File: src/core/dspe_pkg.sv
`default_nettype none
package dspe_pkg;
  localparam int PKT_BITS = 17;
  localparam int STATUS_POS = 16;
  localparam int DATA_MSB = 15;
  localparam logic [15:0] RESP_OK_DATA = 16'hFFFF;
  localparam logic [15:0] RESP_NOT_READY_DATA = 16'h0000;
  localparam logic [15:0] RESP_BUS_ERR_DATA = 16'h0001;
  localparam logic [15:0] RESP_ILLEGAL_DATA = 16'hFFFF;
  localparam int RECOVERY_CLKS = 32;
  localparam logic [16:0] PKT_RESET = 17'h00000;

  typedef enum logic [2:0] {
    DSPE_RESP_DATA,
    DSPE_RESP_OK,
    DSPE_RESP_NOT_READY,
    DSPE_RESP_BUS_ERR,
    DSPE_RESP_ILLEGAL
  } dspe_resp_t;
endpackage
`default_nettype wire

File: src/core/dspe_sync.sv
`timescale 1ns/1ps
`default_nettype none
module dspe_sync #(
  parameter int WIDTH = 1
) (
  input wire logic i_mclk,
  input wire logic i_sys_rst,
  input wire logic [WIDTH-1:0] i_async,
  output logic [WIDTH-1:0] o_sync
);
  logic [WIDTH-1:0] stage1;
  logic [WIDTH-1:0] stage2;

  always_ff @(posedge i_mclk or posedge i_sys_rst)
  begin
    if (i_sys_rst)
    begin
      stage1 <= '0;
      stage2 <= '0;
    end
    else
    begin
      stage1 <= i_async;
      stage2 <= stage1;
    end
  end

  assign o_sync = stage2;
endmodule
`default_nettype wire

File: src/core/dspe_packet_exchange.sv
// Overview of operation
// - Every response is one 17-bit packet with status in bit 16 and data in bits 15 to 0.
// - Status clear carries valid data, and status clear with all-ones data is a plain OK.
// - A result not yet available is answered with status set and all-zero data.
// - A debug bus cycle ending in a termination error is answered with status set and data one.
// - An unrecognised command is answered with status set and all-ones data.
// - Outside a memory cycle the port is ready again 32 clocks after a transfer ends.
`timescale 1ns/1ps
`default_nettype none
module dspe_packet_exchange (
  input wire logic i_mclk,
  input wire logic i_sys_rst,
  input wire logic i_dsclk,
  input wire logic i_dsi,
  output logic o_dso,
  output logic o_ready,
  output logic o_rx_valid,
  output logic [15:0] o_rx_data,
  output logic o_rx_ctrl,
  input wire logic i_resp_valid,
  input wire dspe_pkg::dspe_resp_t i_resp_kind,
  input wire logic [15:0] i_resp_data,
  input wire logic i_mem_busy,
  output logic o_resp_taken
);
  ////////////////////////////////////////////////////////////////////////
  logic [1:0] pin_sync;
  logic dsclk_s;
  logic dsi_s;
  logic dsclk_d;

  // Pins come from the host's domain
  dspe_sync #(.WIDTH(2)) u_sync (
    .i_mclk(i_mclk),
    .i_sys_rst(i_sys_rst),
    .i_async({i_dsclk, i_dsi}),
    .o_sync(pin_sync)
  );
  assign dsclk_s = pin_sync[1];
  assign dsi_s = pin_sync[0];

  ////////////////////////////////////////////////////////////////////////
  logic [16:0] tx_shift;
  logic [16:0] rx_shift;
  logic [4:0] bit_cnt;
  logic [5:0] rec_cnt;
  logic rx_valid;
  logic [16:0] rx_word;
  logic dso;
  logic [16:0] next_tx_shift;
  logic [16:0] next_rx_shift;
  logic [4:0] next_bit_cnt;
  logic [5:0] next_rec_cnt;
  logic next_rx_valid;
  logic [16:0] next_rx_word;
  logic next_dso;
  logic [16:0] resp_pkt;
  logic rise;
  logic fall;
  logic resp_take;
  logic pkt_done;
  logic next_dsclk_d;
  logic tx_fresh;
  logic next_tx_fresh;

  assign rise = dsclk_s & ~dsclk_d;
  assign fall = ~dsclk_s & dsclk_d;

  // Encode the one response word
  always_comb
  begin
    unique case (i_resp_kind)
      dspe_pkg::DSPE_RESP_DATA: resp_pkt = {1'b0, i_resp_data};
      dspe_pkg::DSPE_RESP_OK: resp_pkt = {1'b0, dspe_pkg::RESP_OK_DATA};
      dspe_pkg::DSPE_RESP_NOT_READY: resp_pkt = {1'b1, dspe_pkg::RESP_NOT_READY_DATA};
      dspe_pkg::DSPE_RESP_BUS_ERR: resp_pkt = {1'b1, dspe_pkg::RESP_BUS_ERR_DATA};
      dspe_pkg::DSPE_RESP_ILLEGAL: resp_pkt = {1'b1, dspe_pkg::RESP_ILLEGAL_DATA};
      default: resp_pkt = {1'b1, dspe_pkg::RESP_ILLEGAL_DATA};
    endcase
  end

  // Response latched only between packets, so a word never tears mid-shift
  assign resp_take = (bit_cnt == 5'h00) && !rise && !fall;
  // Last rising edge of a packet
  assign pkt_done = rise && (bit_cnt == 5'(dspe_pkg::PKT_BITS - 1));

  ////////////////////////////////////////////////////////////////////////
  // Edge detect, idles low like the pin
  always_comb
  begin
    next_dsclk_d = dsclk_s;
  end

  always_ff @(posedge i_mclk or posedge i_sys_rst)
  begin
    if (i_sys_rst)
    begin
      dsclk_d <= 1'b0;
    end
    else
    begin
      dsclk_d <= next_dsclk_d;
    end
  end

  ////////////////////////////////////////////////////////////////////////
  // Shift state
  always_comb
  begin
    next_tx_shift = tx_shift;
    next_rx_shift = rx_shift;
    next_bit_cnt = bit_cnt;
    next_dso = dso;
    if (resp_take)
    begin
      // Without a fresh answer the port says not ready
      next_tx_shift = i_resp_valid ? resp_pkt
                    : {1'b1, dspe_pkg::RESP_NOT_READY_DATA};
      next_dso = next_tx_shift[dspe_pkg::STATUS_POS];
    end
    if (rise)
    begin
      next_rx_shift = {rx_shift[15:0], dsi_s};
      next_bit_cnt = pkt_done ? 5'h00 : bit_cnt + 5'h01;
    end
    if (fall && bit_cnt != 5'h00)
    begin
      next_tx_shift = {tx_shift[15:0], 1'b0};
      next_dso = tx_shift[15];
    end
  end

  always_ff @(posedge i_mclk or posedge i_sys_rst)
  begin
    if (i_sys_rst)
    begin
      tx_shift <= dspe_pkg::PKT_RESET;
      rx_shift <= dspe_pkg::PKT_RESET;
      bit_cnt <= 5'h00;
      dso <= 1'b0;
    end
    else
    begin
      tx_shift <= next_tx_shift;
      rx_shift <= next_rx_shift;
      bit_cnt <= next_bit_cnt;
      dso <= next_dso;
    end
  end

  ////////////////////////////////////////////////////////////////////////
  // Received word
  always_comb
  begin
    next_rx_valid = pkt_done;
    next_rx_word = rx_word;
    if (pkt_done)
    begin
      next_rx_word = {rx_shift[15:0], dsi_s};
    end
  end

  always_ff @(posedge i_mclk or posedge i_sys_rst)
  begin
    if (i_sys_rst)
    begin
      rx_valid <= 1'b0;
      rx_word <= dspe_pkg::PKT_RESET;
    end
    else
    begin
      rx_valid <= next_rx_valid;
      rx_word <= next_rx_word;
    end
  end

  ////////////////////////////////////////////////////////////////////////
  // Recovery count
  always_comb
  begin
    next_rec_cnt = rec_cnt;
    if (rec_cnt != 6'h00)
    begin
      next_rec_cnt = rec_cnt - 6'h01;
    end
    if (pkt_done)
    begin
      // Memory cycles hold the port busy instead of the fixed recovery
      next_rec_cnt = i_mem_busy ? 6'h00 : 6'(dspe_pkg::RECOVERY_CLKS);
    end
  end

  always_ff @(posedge i_mclk or posedge i_sys_rst)
  begin
    if (i_sys_rst)
    begin
      rec_cnt <= 6'h00;
    end
    else
    begin
      rec_cnt <= next_rec_cnt;
    end
  end

  ////////////////////////////////////////////////////////////////////////
  // Offered answer; taken is reported once per packet, not each idle cycle
  always_comb
  begin
    next_tx_fresh = tx_fresh;
    if (resp_take)
    begin
      next_tx_fresh = i_resp_valid;
    end
  end

  always_ff @(posedge i_mclk or posedge i_sys_rst)
  begin
    if (i_sys_rst)
    begin
      tx_fresh <= 1'b0;
    end
    else
    begin
      tx_fresh <= next_tx_fresh;
    end
  end

  ////////////////////////////////////////////////////////////////////////
  assign o_dso = dso;
  assign o_ready = (rec_cnt == 6'h00) && !i_mem_busy && (bit_cnt == 5'h00);
  assign o_rx_valid = rx_valid;
  assign o_rx_data = rx_word[dspe_pkg::DATA_MSB:0];
  // Control bit passed up as sent; host must send zero
  assign o_rx_ctrl = rx_word[dspe_pkg::STATUS_POS];
  // Committed at the first rising edge, when the word can no longer change
  assign o_resp_taken = rise && (bit_cnt == 5'h00) && tx_fresh;
endmodule
`default_nettype wire

File: config.mk
export PLATFORM = sky130hd
export DESIGN_NAME = dspe_packet_exchange
export DESIGN_NICKNAME = d
export VERILOG_FILES = /design/src/core/dspe_pkg.sv /design/src/core/dspe_sync.sv /design/src/core/dspe_packet_exchange.sv
export SDC_FILE = /design/constraint.sdc
export NUM_CORES = 1
export LEC_CHECK = 0
export BUFFER_PORTS_ARGS = -buffer_cell sky130_fd_sc_hd__buf_2
export CAP_MARGIN = 5
export CORE_ASPECT_RATIO = 1.1
export CORE_MARGIN = 2
export CORE_UTILIZATION = 44
export CTS_BUF_LIST = sky130_fd_sc_hd__clkbuf_8
export CTS_CLUSTER_DIAMETER = 30
export DETAILED_ROUTE_END_ITERATION = 8
export GPL_TIMING_DRIVEN = 0
export SYNTH_ARGS = -nofsm -noshare
export SYNTH_HDL_FRONTEND = slang
export SYNTH_HIERARCHICAL = 1
export SYNTH_SLANG_ARGS = --single-unit
File: constraint.sdc
create_clock -name i_mclk -period 5.55 [get_ports i_mclk]
set_input_delay 1.11 -clock i_mclk [delete_from_list [all_inputs] [get_ports i_mclk]]
set_output_delay 1.11 -clock i_mclk [all_outputs]
set_load 0.02 [all_outputs]
==> metrics <==
cell with the largest stage delay on the worst path=sky130_fd_sc_hd__nor4b_4; Clock Root Buffer=sky130_fd_sc_hd__clkbuf_8; critical path's top delay family=simple AND/OR/NAND/NOR gates; hold_buf cts=0; worst setup slack after placement=2.854 ns; Worst Skew=0.005840 ns; portion of the clock cycle consumed by the worst path in the final layout=55.23%; Avg Cell Area, Syn=10.04 µm²; total of buffers placed on input and output ports=42; layout overhead on the synthesized area=16.18%; kind of path behind the tightest hold check=reg2reg; power density normalized to cell area=383.8 nW/µm²; vias in the first global route=2,277; number of maximum-capacitance violations=0; violation count after the first detailed-routing iteration=124; final worst path period need=3.065 ns; antenna violation net count after detailed routing=0; run status=complete, no violations; number of synthesized register bits=68; DR WL/cell=12.81 µm; ys async rst share=100.0%; via count normalized by instance count=5.037; width of the die=84.84 µm; initial antenna violation count=0; cells traversed along the worst timing path=inv_1 > ha_1 > nor4b_4 > nor3b_1 > buf_2; number of buffers created by CTS=9; wire length of the first global-routing pass=10,250 µm; CTS clock-pin slew for the worst setup and hold paths=0.07 ns; total of cells resized after clock tree synthesis=0; capturing element type of the critical path=primary output; post-CTS setup buffer count=0; post-layout utilization of the core=52.45%; worst skew pair latency=0.34 ns; all-layer global routing usage=16.46%; routability congestion estimate from global placement=0.7638; number of iterations in the first detailed-routing pass=4; maximum buffer depth of the clock tree=2; largest stage delay on the critical path=0.46 ns; peak clock frequency supported by timing=326.2 MHz; post-synthesis net count=344; final routed DRC violation total=0; predominant post-synthesis flop cell=sky130_fd_sc_hd__dfrtp_1; vertical extent of the die=92.93 µm; critical path type=reg2out; effective utilization at floorplan=45.14%; distinct cell type count after synthesis=41; fraction of final layout cells sized beyond drive strength 1=27.69%; data arrival time of the critical path=1.96 ns; placement row count=32; number of nets in the final layout=398; transition time at the pin with the least slew margin=0.8586 ns; final hold slack=0.3510 ns; Post-Route Setup TNS=0 ns; crit path launch type=flip-flop; Vias=2,302; clock tree from TritonCTS=done; final max-slew violation count=0; number of setup violations in the final report=0; total wirelength of the detailed-routed design=5855 µm; Final Hold Violating Endpoints=0; GRT overflow=0; post-synthesis sequential area ratio=53.80%; headroom to the max-slew limit=42.67%; critical path data required time=4.44 ns; number of top-level pins=46; area of the die=7884 µm²; total half-perimeter wirelength after legalization and detailed placement=4077 µm; Syn Std Cell Area=3163 µm²; peak supply drop=0.0002018 V; number of antenna diodes=0; maximum number of pins on one net before global-route repair=41; synthesized instance count=315; Buf/Inv on CP=2; number of synthesized flops with an enable pin=0; slack of the critical path=2.485 ns; total leakage power=1.873 nW; Core Box Area=7007 µm²; Max Fanout on Critical Path=7; H-tree depth=3; TritonCTS sink count=68; synth warn=6; RSZ-0062 raised after global routing=false
metrics by stage:
step / std cells / instance area [µm²] / power [W]
floorplan: 315 / 3163 / 0.0009698
global placement: 442 / 3480 / 0.001042
detailed placement: 443 / 3500 / 0.001056
CTS: 457 / 3675 / 0.001426
global route: 457 / 3675 / 0.001513
finish: 457 / 3675 / 0.001411
power breakdown:
| group | switching (W) | internal [W] | leakage (nW) |
|---|---|---|---|
| Sequential | 0.0000906 | 0.000620 | 0.870 |
| Combinational | 0.000182 | 0.000155 | 0.909 |
| Clock | 0.000171 | 0.000192 | 0.0941 |
layout make-up:
| type | count | area (µm²) |
|---|---|---|
| fill | 647 | 3332 |
| sequential | 68 | 1702 |
| multi-input combinational | 215 | 1289 |
| timing repair buffer | 43 | 230.2 |
| clock buffer | 12 | 165.2 |
| buffer | 20 | 127.6 |
| tap | 85 | 106.4 |
| inverter | 12 | 45.04 |
| clock inverter | 2 | 10.01 |
per-layer routing:
| layer | part of all wire (%) | wire, µm | vias to the layer above | track usage, % |
|---|---|---|---|---|
| met2 | 47 | 2748 | 39 | 26.77 |
| met4 | 1.6 | 91 | 0 | 5.556 |
| li1 | - | - | 1148 | - |
| met1 | 47 | 2777 | 1106 | 20.85 |
| met3 | 4.0 | 237 | 9 | 5.169 |
| met5 | 0 | 0 | - | 0 |
cells by family (layout without fill, tap and decap cells):
group,Yosys count,in the layout,synth area share [%]
AO/OA/AOI/OAI,41,41,10.80
XOR/XNOR,6,6,1.661
adder cells (fa/ha/maj),4,4,1.582
buffers and inverters,32,89,5.459
flip-flops,68,68,53.80
multiplexers,21,21,7.318
AND/OR/NAND/NOR,143,143,19.38
synthesized netlist by cell type, drive strengths merged (3+ instances only):
master	n	area, µm²
mux2i	4	40.04
clkbuf	9	37.54
nand3b	3	22.52
dfrtp	68	1702
o21ai	4	20.02
xor2	4	35.03
nor2	51	191.4
nand2	70	262.8
a21oi	3	15.01
mux2	17	191.4
o211ai	15	162.7
nand2b	3	18.77
nand3	4	20.02
inv	12	45.04
buf	11	90.08
a31oi	12	87.58
ha	4	50.05
cell usage in the layout, fill, tap and decap left out, types with 5 or more instances in the layout:
master	instances
sky130_fd_sc_hd__a31oi_1	10
sky130_fd_sc_hd__buf_2	47
sky130_fd_sc_hd__clkbuf_1	8
sky130_fd_sc_hd__clkbuf_8	12
sky130_fd_sc_hd__dfrtp_1	68
sky130_fd_sc_hd__inv_1	10
sky130_fd_sc_hd__mux2_2	17
sky130_fd_sc_hd__nand2_1	70
sky130_fd_sc_hd__nor2_1	51
sky130_fd_sc_hd__o211ai_1	5
sky130_fd_sc_hd__o211ai_2	10
path summary, 6_finish.rpt:
kind | slack [ns] | startpoint | cells past startpoint | end
max | 2.48 | bit_cnt[0] | 5 | o_ready
min | 0.35 | u_sync/stage1[0] | 0 | u_sync/o_sync[0]
max reg2reg | 3.50 | bit_cnt[0] | 7 | tx_shift[3]
min reg2reg | 0.35 | u_sync/stage1[0] | 0 | u_sync/o_sync[0]
max in group asynchronous | 3.97 | i_sys_rst | 3 | rx_word[3]
min in group asynchronous | 0.66 | i_sys_rst | 2 | u_sync/stage1[1]
state kept, by name (all words and copies together), names as in the netlist:
signal	cells
u_sync/stage1	2
tx_shift	16
dsclk_d	1
rec_cnt	6
o_dso	1
bit_cnt	5
rx_shift	16
o_rx_valid	1
rx_word	17
tx_fresh	1
u_sync/o_sync	2
Note: power is estimated with default switching activity, not from simulation.
